--- src/hdl/led_seq_pkg.sv ---
/*
 package of constants, states and fault causes for the led driver fault sequencer.
 assumes a 40 MHz mclk_i and comparator results that are already synchronous.
*/
// Operation
// - gate drive ends in the cycle after the peak limit comparator trips.
// - four consecutive cycles above 150% of peak limit stop switching as fault.
// - thermal shutdown or thermal overvoltage latch off or wait 4 s, by version.
// - no valley pulse above 1 V within 90 ms operation gives aux short fault.
// - supply overvoltage stops switching and waits 4 s before a restart.
// - thermal foldback reduces the reference to no less than half; second level stops.
// - pulling the thermal input below its trip level shuts the device down.
// - grounded or open current sense input blocks switching while it lasts.
// - each on-time ends when sensed current exceeds control voltage over four.
// - later valleys at light load; chosen valley stays locked until a big change.
// - current reference is full scale unless foldback or dimming lowers it.
// - full scale reference is 250 mV or 200 mV, by version.
// - major fault grounds the compensation node; supply undervoltage does not.
// - extra 80 uA start-up source runs until the amplifier starts sinking.
// - after undervoltage stop, restart at start level keeping compensation voltage.
// - shorted load hiccups between supply levels until aux short trips.
// - compensation ripple is filtered digitally before forming the setpoint.
// - foldback and dimming reductions multiply rather than take the smaller.
// - gate drive is disabled while dimming input is below zero level.
package led_seq_pkg;
	localparam int CLK_HZ = 40_000_000;
	localparam int TICK_HZ = 1000;
	localparam int TICK_CYCLES = CLK_HZ / TICK_HZ;
	localparam int AUX_SHORT_MS = 90;
	localparam int RECOVER_S = 4;
	localparam int RECOVER_MS = RECOVER_S * 1000;
	localparam logic [2:0] OVC_CYCLES = 3'h4;
	localparam logic [9:0] REF_HIGH_MV = 10'h0fa;
	localparam logic [9:0] REF_LOW_MV = 10'h0c8;
	localparam logic [8:0] SCALE_UNITY = 9'h100;
	localparam logic [8:0] FOLD_FLOOR = 9'h080;
	localparam int RIPPLE_SHIFT = 4;
	localparam int SETPOINT_SHIFT = 2;
	localparam logic [2:0] VALLEY_LOW_LINE = 3'h1;
	localparam logic [2:0] VALLEY_HIGH_LINE = 3'h2;
	localparam logic [2:0] VALLEY_MAX = 3'h7;
	typedef enum logic [3:0] {
		ST_OFF = 4'b0001,
		ST_RUN = 4'b0010,
		ST_WAIT = 4'b0100,
		ST_LATCH = 4'b1000
	} seq_state_t;
	typedef enum logic [2:0] {
		CAUSE_NONE = 3'h0,
		CAUSE_OVERCURRENT = 3'h1,
		CAUSE_AUX_SHORT = 3'h2,
		CAUSE_THERMAL = 3'h3,
		CAUSE_SUPPLY_OVP = 3'h4
	} fault_cause_t;
endpackage

--- src/hdl/event_timer.sv ---
/*
 millisecond timer: counts enabled ticks up to LIMIT, holds done as a level.
 assumes tick_i is a one-cycle enable from the main divider.
*/
`timescale 1ns/10ps
module event_timer #(
	parameter int LIMIT = 90,
	parameter int WIDTH = 12
) (
	input wire logic mclk_i,
	input wire logic rst_i,
	input wire logic tick_i,
	input wire logic run_i,
	input wire logic clear_i,
	output logic done_o
);
	localparam logic [WIDTH-1:0] LIMIT_W = WIDTH'(LIMIT);
	logic [WIDTH-1:0] count;
	logic [WIDTH-1:0] next_count;
	logic next_done;

	always_comb
	begin
		next_count = count;
		if (clear_i)
			next_count = '0;
		else if (run_i && tick_i && count != LIMIT_W)
			next_count = count + 1'b1;
		next_done = (next_count == LIMIT_W);
	end

	always_ff @(posedge mclk_i or posedge rst_i)
	begin
		if (rst_i)
		begin
			count <= '0;
			done_o <= 1'b0;
		end
		else
		begin
			count <= next_count;
			done_o <= next_done;
		end
	end
endmodule // event_timer

--- src/hdl/led_fault_sequencer.sv ---
/*
 switching control and fault sequencing for a quasi-resonant led driver controller.
 assumes all analog levels arrive as comparator bits or codes synchronous to mclk_i;
 version inputs are straps that do not change while running.
*/
`timescale 1ns/10ps
module led_fault_sequencer
	import led_seq_pkg::*;
#(
	parameter int TICK_DIV = TICK_CYCLES,
	parameter int AUX_LIMIT = AUX_SHORT_MS,
	parameter int WAIT_LIMIT = RECOVER_MS
) (
	input wire logic mclk_i,
	input wire logic rst_i,
	input wire logic vcc_run_i,
	input wire logic vcc_ovp_i,
	input wire logic cs_limit_i,
	input wire logic cs_over150_i,
	input wire logic cs_setpoint_i,
	input wire logic cs_pin_fault_i,
	input wire logic valley_i,
	input wire logic valley_sense_high_i,
	input wire logic high_line_i,
	input wire logic light_load_i,
	input wire logic relock_i,
	input wire logic thermal_trip_i,
	input wire logic thermal_ovp_i,
	input wire logic thermal_fold_i,
	input wire logic [7:0] thermal_scale_i,
	input wire logic dim_zero_i,
	input wire logic dim_full_i,
	input wire logic [7:0] dim_scale_i,
	input wire logic ota_sinking_i,
	input wire logic [9:0] comp_code_i,
	input wire logic version_latch_i,
	input wire logic version_low_ref_i,
	output logic gate_o,
	output logic comp_ground_o,
	output logic comp_boost_o,
	output logic [9:0] current_ref_o,
	output logic [9:0] setpoint_o,
	output logic [2:0] valley_target_o,
	output logic recovering_o,
	output logic fault_latched_o,
	output logic [2:0] fault_cause_o
);
	localparam logic [15:0] TICK_LAST = 16'(TICK_DIV - 1);

	seq_state_t state, next_state;
	fault_cause_t cause, next_cause;
	logic [15:0] tick_cnt, next_tick_cnt;
	logic tick, next_tick;
	logic aux_done, wait_done;
	logic [2:0] ovc_cnt, next_ovc_cnt;
	logic [2:0] valley_cnt, next_valley_cnt;
	logic [2:0] next_target;
	logic over_seen, next_over_seen;
	logic next_gate, allowed, fault_now, sink_seen, next_sink_seen;
	logic [13:0] ripple_acc, next_ripple_acc;
	logic [9:0] full_ref;
	logic [8:0] fold_factor, dim_factor;
	logic [27:0] ref_product;

	// slow time base: one enable per millisecond
	always_comb
	begin
		next_tick = (tick_cnt == TICK_LAST);
		next_tick_cnt = next_tick ? 16'h0000 : tick_cnt + 16'h0001;
	end

	// operating time only: paused across hiccup gaps, so the short still trips
	event_timer #(.LIMIT(AUX_LIMIT), .WIDTH(12)) u_aux_timer (
		.mclk_i(mclk_i),
		.rst_i(rst_i),
		.tick_i(tick),
		.run_i(state == ST_RUN),
		.clear_i(valley_sense_high_i || state == ST_WAIT || state == ST_LATCH),
		.done_o(aux_done)
	);

	event_timer #(.LIMIT(WAIT_LIMIT), .WIDTH(12)) u_wait_timer (
		.mclk_i(mclk_i),
		.rst_i(rst_i),
		.tick_i(tick),
		.run_i(state == ST_WAIT),
		.clear_i(state != ST_WAIT),
		.done_o(wait_done)
	);

	// switching cycle: valley counting, turn-on, turn-off, overcurrent run length
	always_comb
	begin
		allowed = (state == ST_RUN) && !cs_pin_fault_i && !dim_zero_i && !fault_now;
		next_gate = gate_o;
		next_ovc_cnt = ovc_cnt;
		next_valley_cnt = valley_cnt;
		next_over_seen = over_seen;
		if (state != ST_RUN)
			next_ovc_cnt = 3'h0;
		if (gate_o)
		begin
			next_over_seen = over_seen || cs_over150_i;
			if (cs_limit_i || cs_setpoint_i || !allowed)
			begin
				next_gate = 1'b0;
				next_valley_cnt = 3'h0;
				next_ovc_cnt = (over_seen || cs_over150_i) ? ovc_cnt + 3'h1 : 3'h0;
			end
		end
		else if (valley_i && allowed)
		begin
			if (valley_cnt + 3'h1 >= valley_target_o)
			begin
				next_gate = 1'b1;
				next_valley_cnt = 3'h0;
				next_over_seen = 1'b0;
			end
			else
				next_valley_cnt = valley_cnt + 3'h1;
		end
		else if (!allowed)
			next_valley_cnt = 3'h0;
	end

	// valley lock: only moves on a significant change of line or setpoint
	always_comb
	begin
		next_target = valley_target_o;
		if (relock_i)
		begin
			if (light_load_i && valley_target_o != VALLEY_MAX)
				next_target = valley_target_o + 3'h1;
			else if (!light_load_i)
				next_target = high_line_i ? VALLEY_HIGH_LINE : VALLEY_LOW_LINE;
		end
	end

	// sequencer: two fault states, wait and latch; the wait ignores new faults
	always_comb
	begin
		fault_now = 1'b1;
		next_cause = cause;
		if (vcc_ovp_i)
			next_cause = CAUSE_SUPPLY_OVP;
		else if (thermal_trip_i || thermal_ovp_i)
			next_cause = CAUSE_THERMAL;
		else if (aux_done)
			next_cause = CAUSE_AUX_SHORT;
		else if (ovc_cnt == OVC_CYCLES)
			next_cause = CAUSE_OVERCURRENT;
		else
			fault_now = 1'b0;
		next_state = state;
		case (state)
			ST_OFF, ST_RUN:
			begin
				if (fault_now)
					next_state = (version_latch_i && !vcc_ovp_i) ? ST_LATCH : ST_WAIT;
				else if (state == ST_OFF && vcc_run_i)
					next_state = ST_RUN;
				else if (state == ST_RUN && !vcc_run_i)
					next_state = ST_OFF;
			end
			ST_WAIT:
			begin
				next_cause = cause;
				if (wait_done)
					next_state = ST_OFF;
			end
			ST_LATCH:
				next_cause = cause;
			default:
				next_state = ST_OFF;
		endcase
	end

	// comp node: grounded only in the fault states, boost until the amplifier sinks
	// kept across an undervoltage stop, so a hiccup restart runs without the boost
	always_comb
	begin
		next_sink_seen = sink_seen || ota_sinking_i;
		if (next_state == ST_WAIT || next_state == ST_LATCH)
			next_sink_seen = 1'b0;
	end

	// ripple filter: first order average, time constant well above a half-line period
	always_comb
	begin
		next_ripple_acc = ripple_acc;
		if (state == ST_WAIT || state == ST_LATCH)
			next_ripple_acc = 14'h0000;
		else if (tick)
			next_ripple_acc = ripple_acc + {4'h0, comp_code_i}
				- {4'h0, ripple_acc[13:RIPPLE_SHIFT]};
	end

	// reference: full scale by version, scaled by foldback and dimming in product
	always_comb
	begin
		full_ref = version_low_ref_i ? REF_LOW_MV : REF_HIGH_MV;
		fold_factor = SCALE_UNITY;
		if (thermal_fold_i)
			fold_factor = ({1'b0, thermal_scale_i} < FOLD_FLOOR) ? FOLD_FLOOR
				: {1'b0, thermal_scale_i};
		dim_factor = dim_full_i ? SCALE_UNITY : {1'b0, dim_scale_i};
		ref_product = {18'h0_0000, full_ref} * {19'h0_0000, fold_factor}
			* {19'h0_0000, dim_factor};
	end

	always_ff @(posedge mclk_i or posedge rst_i)
	begin
		if (rst_i)
		begin
			state <= ST_OFF;
			cause <= CAUSE_NONE;
			tick_cnt <= 16'h0000;
			tick <= 1'b0;
			ovc_cnt <= 3'h0;
			valley_cnt <= 3'h0;
			over_seen <= 1'b0;
			sink_seen <= 1'b0;
			ripple_acc <= 14'h0000;
			gate_o <= 1'b0;
			comp_ground_o <= 1'b0;
			comp_boost_o <= 1'b0;
			current_ref_o <= 10'h000;
			setpoint_o <= 10'h000;
			valley_target_o <= VALLEY_LOW_LINE;
			recovering_o <= 1'b0;
			fault_latched_o <= 1'b0;
			fault_cause_o <= CAUSE_NONE;
		end
		else
		begin
			state <= next_state;
			cause <= next_cause;
			tick_cnt <= next_tick_cnt;
			tick <= next_tick;
			ovc_cnt <= next_ovc_cnt;
			valley_cnt <= next_valley_cnt;
			over_seen <= next_over_seen;
			sink_seen <= next_sink_seen;
			ripple_acc <= next_ripple_acc;
			gate_o <= next_gate;
			comp_ground_o <= (next_state == ST_WAIT) || (next_state == ST_LATCH);
			comp_boost_o <= (next_state == ST_RUN) && !next_sink_seen;
			current_ref_o <= ref_product[25:16];
			setpoint_o <= {2'b00, next_ripple_acc[13:RIPPLE_SHIFT+SETPOINT_SHIFT]};
			valley_target_o <= next_target;
			recovering_o <= (next_state == ST_WAIT);
			fault_latched_o <= (next_state == ST_LATCH);
			fault_cause_o <= next_cause;
		end
	end
endmodule // led_fault_sequencer

--- config.mk ---
export PLATFORM = sky130hd
export DESIGN_NAME = led_fault_sequencer
export DESIGN_NICKNAME = d
export VERILOG_FILES = /design/src/hdl/led_seq_pkg.sv /design/src/hdl/event_timer.sv /design/src/hdl/led_fault_sequencer.sv
export SDC_FILE = /design/constraint.sdc
export NUM_CORES = 1
export LEC_CHECK = 0
export BUFFER_PORTS_ARGS = -buffer_cell sky130_fd_sc_hd__buf_2
export CAP_MARGIN = 15
export CORE_MARGIN = 10
export CORE_UTILIZATION = 40
export CTS_BUF_LIST = sky130_fd_sc_hd__clkbuf_8
export CTS_CLUSTER_DIAMETER = 30
export DETAILED_ROUTE_END_ITERATION = 6
export PLACE_DENSITY = 0.66
export SETUP_SLACK_MARGIN = 0.1
export SYNTH_ARGS = -nofsm -noshare
export SYNTH_HDL_FRONTEND = slang
export SYNTH_SLANG_ARGS = --single-unit
--- constraint.sdc ---
create_clock -name mclk_i -period 4.05 [get_ports mclk_i]
set_input_delay 0.2025 -clock mclk_i [delete_from_list [all_inputs] [get_ports mclk_i]]
set_output_delay 0.2025 -clock mclk_i [all_outputs]
set_load 0.05 [all_outputs]
==> impl_metrics.ini, run 1 <==
[power]
pwr_density_cell_nw_per_um2 = 454.1
ir_worst_vdd_uv = 934.1
p_sw_mw = 2.909
leakagePower_nw = 6.784
p_sw_frac = 0.4681
clockPowerShare = 0.093
comb_power_share = 0.745
p_total_mw = 6.215
intPower_mw = 3.306
p_seq_frac = 0.162

[synth]
synth_seq_cells = 90
synth_edf_count = 0
synth_warnings = 0
async_flop_share = 1.000
ys_types = 70
yosysSeqAreaShare = 0.2019
synth_top_flop_cell = dfrtp_1
synthCells = 1254
synth_area_sq_um = 11170
synth.avg_cell_area_sq_um = 8.906

[route]
vias = 9078
postRouteWirelength_microns = 26350
ant_nets = 0
first_iter_violations = 381
viasPerCell = 4.926
drc_errors = 0
firstDrtPassIters = 5
avgRoutedWirePerCell_microns = 14.30

[die]
dieArea_sq_um = 35000
rows = 61
die_w_microns = 187.1
die_h_microns = 187.1
io_pins = 78
start_util = 0.4042
core_area_sq_um = 27630

[setup_path]
r2r_slack_ns = 0.93
required_ns = 4.30
max_stage_delay_ns = 0.53
crit_path_frequent_cell = fa_1
critPathArrivalTime_ns = 8.01
critPathCaptureType = register
critical_path_class = in -> reg
startpoint_type = primary input
crit_path_max_fanout = 5
cp.buffers_inverters = 7
cp_top_family = adder cells
cpMaxStageDelayCell = fa_1

[grt]
grt_pass1_wl_microns = 45640
overflow = 0
grt_pass1_vias = 9578
antenna_found_initial = 0
gr-usage-all-layers = 0.1531
grt_max_degree = 68

[clock_tree]
cts_root_buffer = clkbuf_8
cts_sinks = 90
numCtsBuffers = 9
h-tree-depth = 3
clockBufferDepth = 2
hold_buffers = 0
clkTransAtPathRegs_ns = 0.09
cts_tree = yes
clock_latency_ns = 0.37

[cells_and_area]
layout_common_cells = inv_1, buf_4, fa_1
stdcell_count = 1843
regArea_sq_um = 2255
nFillCells = 2630
postLayoutCellArea_sq_um = 13690
syn_to_final_growth_pct = 22.56
multi_input_area_sq_um = 8290
fin_nets = 1746
drive_above_1_share = 0.2334
diodes = 0
final_common_cell = inv_1

[flow_run]
max-cap-violations = 0

[sta]
slew_violations = 0
setup_viol = 10
final.setup.tns_ns = -36.10
post-route-period-util = 1.916
hold_viol_final = 0
max_slew.worst_pin.slew_ns = 0.8677
rsz0062_at_grt = true
period_needed_ns = 7.761
skew_ns = 0.02596
slew_headroom = 0.4215
timing.final.ws_setup_ns = -3.711
fmax_mhz = 128.9

[placed_design]
pre_cts_ws_ns = -4.254
dpl.cell_count = 1805
dpl_cell_area_sq_um = 12980
hpwl_microns = 21350
io_buffers = 75
routabilityCongestion = 0.8622

[run_status]
status = finished, violations left
violations = setup timing

[worst_hold_path]
hp-class = in -> async
-- stage by stage --
step	hold slack, ns	utilization
global route	0.008843	0.4954
CTS	0.002789	0.4862
finish	0.003512	0.4954
global placement	0.4028	0.4698
detailed placement	0.4054	0.4698
floorplan	0.2523	-
-- cells in the mapped netlist, types with 23 or more instances --
master / count / area, sq um
nor2_1: 116 / 435.4
ha_1: 106 / 1326
o21ai_0: 29 / 145.1
xnor2_1: 35 / 306.5
nand3_1: 23 / 115.1
fa_1: 133 / 2663
dfrtp_1: 88 / 2202
xor2_1: 33 / 289.0
clkbuf_1: 23 / 86.33
nand2_1: 109 / 409.1
nor3_1: 25 / 125.1
nand2b_1: 28 / 175.2
inv_1: 234 / 878.3
a21oi_1: 42 / 210.2
-- registers in the layout, summed over array words and instances, names as in the netlist, 3 cells and up --
name	count
cause	3
current_ref_o	10
ovc_cnt	3
ripple_acc	6
setpoint_o	8
state	4
tick_cnt	16
u_aux_timer.count	12
u_wait_timer.count	12
valley_cnt	3
valley_target_o	3
-- layer usage --
layer  up-vias  GRT usage  share of wire
met3        22    0.02051          0.036
li1       4431          -              -
met2       165     0.2610           0.49
met5         -          0              0
met1      4460     0.2031           0.46
met4         0    0.03040         0.0099
-- what timing repair did --
action	4_1_cts	5_1_grt
setup endpoints to repair	10	10
setup buffers	12	10
gates resized for setup	40	43
pin swaps	36	38
-- kinds of logic (layout without fill, tap and decap cells) --
group | count (synthesis) | after routing | synth area share
xor+xnor | 68 | 68 | 0.05333
fa+ha+maj | 240 | 240 | 0.3581
compound gates | 158 | 158 | 0.09377
flops | 90 | 90 | 0.2019
buf+inv | 275 | 485 | 0.09735
other cells | 2 | 3 | 0.0006724
simple gates | 408 | 408 | 0.1833
mux | 13 | 13 | 0.01165
-- area by class of cell --
cell class | instances | share of cell area
Clock buffer | 9 | 0.009049
Clock inverter | 7 | 0.003931
Inverter | 234 | 0.06435
Multi-Input combinational cell | 890 | 0.6057
Sequential cell | 90 | 0.1647
Tap cell | 378 | 0.03455
Timing Repair Buffer | 235 | 0.1177
-- path summary, 6_finish.rpt --
kind                                     from                  to  cells past startpoint
min reg2reg                         sink_seen           sink_seen                      2
max reg2reg                     setpoint_o[0]       setpoint_o[6]                      9
min in group mclk_i              light_load_i  valley_target_o[0]                      2
max in group asynchronous               rst_i            state[0]                      3
max                        thermal_scale_i[7]    current_ref_o[8]                     32
min                                     rst_i           sink_seen                      2
-- power by group through the flow --
stage / combinational [mW] / sequential (mW) / clock [mW]
final: 4.63 / 1.01 / 0.580
after global routing: 5.18 / 1.01 / 0.633
after CTS: 4.31 / 1.01 / 0.598
after detailed placement: 3.84 / 1.02 / 0
after global placement: 3.79 / 1.02 / 0
after floorplan: 2.41 / 1.20 / 0
No activity file was read; power rests on OpenSTA's default activity.
==> run 2: changes to the inputs <==
--- a/config.mk
+++ b/config.mk
@@ -8,4 +8,5 @@
 export BUFFER_PORTS_ARGS = -buffer_cell sky130_fd_sc_hd__buf_2
 export CAP_MARGIN = 15
+export CORE_ASPECT_RATIO = 0.7
 export CORE_MARGIN = 10
 export CORE_UTILIZATION = 40
==> constraint.sdc (replaced) <==
create_clock -name mclk_i -period 4.05 [get_ports mclk_i]
set_input_delay 0.405 -clock mclk_i [delete_from_list [all_inputs] [get_ports mclk_i]]
set_output_delay 0.405 -clock mclk_i [all_outputs]
set_load 0.05 [all_outputs]
==> run 2 against run 1 <==
Against the previous run:
- the run still ends with setup timing left
- clock-buffer cell count rose by 2
- sequential share of layout area fell by 0.096 points
- highest routed layer unchanged
- utilization rose by 0.29 points
- critical path type unchanged
- clock power rose by 3%
- final area rose by 0.59%
- maximum frequency fell by 3.0%
- wire length rose by 4.1%
- via count fell by 0.31%
- flip-flop and latch count did not move
- worst hold slack improved by 0.22 ns
- die area rose by 0.30%
==> impl_metrics.ini, run 2 (same netlist as run 1, synthesis figures left out) <==
[power]
ir_worst_vdd_uv = 445.1
pwr_density_cell_nw_per_um2 = 453.7
leakagePower_nw = 6.844
p_total_mw = 6.247

[route]
postRouteWirelength_microns = 27420
first_iter_violations = 622
vias = 9050
avgRoutedWirePerCell_microns = 14.87
met1_length_microns = 13600
drc_errors = 0
wl_met3_microns = 1701
firstDrtPassIters = 5
ant_nets = 0
wl_met2_microns = 11840
top_layer = met4
viasPerCell = 4.908

[cells_and_area]
reg_top3 = tick_cnt (16), u_aux_timer.count (12), u_wait_timer.count (12)
syn_to_final_growth_pct = 23.28
diodes = 0
drive_above_1_share = 0.2383
fin_nets = 1754
largest_reg_flops = 16
nFillCells = 2606
final_common_cell = inv_1
regMostFlops = tick_cnt
layout_common_cells = inv_1, buf_4, fa_1
postLayoutCellArea_sq_um = 13770
fin_util = 0.4983

[sta]
setup_viol = 10
timing.final.ws_setup_ns = -3.953
slew_violations = 0
fmax_mhz = 125.0
slew_headroom = 0.4591
post-route-period-util = 1.976
period_needed_ns = 8.003
whs_ns = 0.2219
max_slew.worst_pin.slew_ns = 0.8114
hold_viol_final = 0
skew_ns = 0.01362
rsz0062_at_grt = true

[grt]
grt_pass1_vias = 9292
gr-usage-all-layers = 0.1594
overflow = 0
grt_max_degree = 65
antenna_found_initial = 0
grt_pass1_wl_microns = 46430

[setup_path]
max_stage_delay_ns = 0.52
crit_path_max_fanout = 5
startpoint_type = primary input
critPathCaptureType = register
crit_path_frequent_cell = fa_1
critical_path_class = in -> reg
cp_top_family = adder cells
critPathArrivalTime_ns = 8.25
required_ns = 4.29
cpMaxStageDelayCell = fa_1
cp.buffers_inverters = 6

[clock_tree]
cts_root_buffer = clkbuf_8
hold_buffers = 0
clockBufferDepth = 2
clock_latency_ns = 0.37
numCtsBuffers = 9
clkTransAtPathRegs_ns = 0.08
h-tree-depth = 3
cts_sinks = 90
cts_tree = yes

[die]
dieArea_sq_um = 35110
start_util = 0.4042
die_w_microns = 219.7
core_area_sq_um = 27630
die_h_microns = 159.8
rows = 51
io_pins = 78

[placed_design]
io_buffers = 75
routabilityCongestion = 0.9192
pre_cts_ws_ns = -4.454
dpl_cell_area_sq_um = 13060
hpwl_microns = 22420

[run_status]
status = finished, violations left
violations = setup timing

[worst_hold_path]
hp-class = in -> async

[flow_run]
max-cap-violations = 0
## run 2: cell count changes in the layout (fill, tap and decap cells not counted), sizes merged
cell / change
clkbuf: +2
buf: +8
inv: -1
clkinv: -1
## run 2: report_power, final
group / internal [mW] / leakage [nW] / switching [mW]
Clock: 0.259 / 0.0973 / 0.339
Sequential: 0.977 / 1.19 / 0.0368
Combinational: 2.18 / 5.56 / 2.45
## run 2: what timing repair did
item | CTS | global route
buffers inserted | 7 | 13
gates resized for setup | 29 | 60
setup endpoints to repair | 10 | 10
pin swaps | 23 | 57
## run 2: path summary, 6_finish.rpt
kind	startpoint	endpoint	slack, ns	cells after the start
worst max-delay path	thermal_fold_i	current_ref_o[8]	-3.95	31
worst min-delay path	rst_i	current_ref_o[2]	0.22	2
worst max register to register	setpoint_o[0]	setpoint_o[6]	0.85	9
worst min register to register	sink_seen	sink_seen	0.48	2
max in group asynchronous	rst_i	tick_cnt[11]	2.96	3
min in group mclk_i	light_load_i	valley_target_o[0]	0.24	2
## run 2: layout make-up
type	instances	area, sq um	share of cell area
clock buffers	11	151.4	0.01100
clock inverters	5	37.54	0.002726
inverters	234	880.8	0.06398
multi-input cells	890	8277	0.6011
flip-flops and latches	90	2255	0.1638
well taps	371	464.2	0.03372
repair buffers	243	1703	0.1237
## run 2: worst reg2reg max path, delay by kind of cell, from the launching register on
family / cells / cell delay (ns)
AOI/OAI and AO/OA: 5 / 1.13
adders and majority gates: 2 / 0.86
buffers and inverters: 1 / 0.04
DFF: 1 / 0.44
and+or+nand+nor: 1 / 0.60
## run 2: through the flow
| step | setup TNS (ns) | std cells |
|---|---|---|
| floorplan | -37.46 | 1255 |
| global placement | -41.69 | 1808 |
| detailed placement | -42.85 | 1808 |
| CTS | -37.71 | 1831 |
| global route | -41.01 | 1844 |
| finish | -38.45 | 1844 |
## run 2: routing by layer
| metal | GRT usage | up-vias |
|---|---|---|
| li1 | - | 4439 |
| met1 | 0.2353 | 4395 |
| met2 | 0.2351 | 197 |
| met3 | 0.03794 | 19 |
| met4 | 0.02297 | 0 |
| met5 | 0 | - |
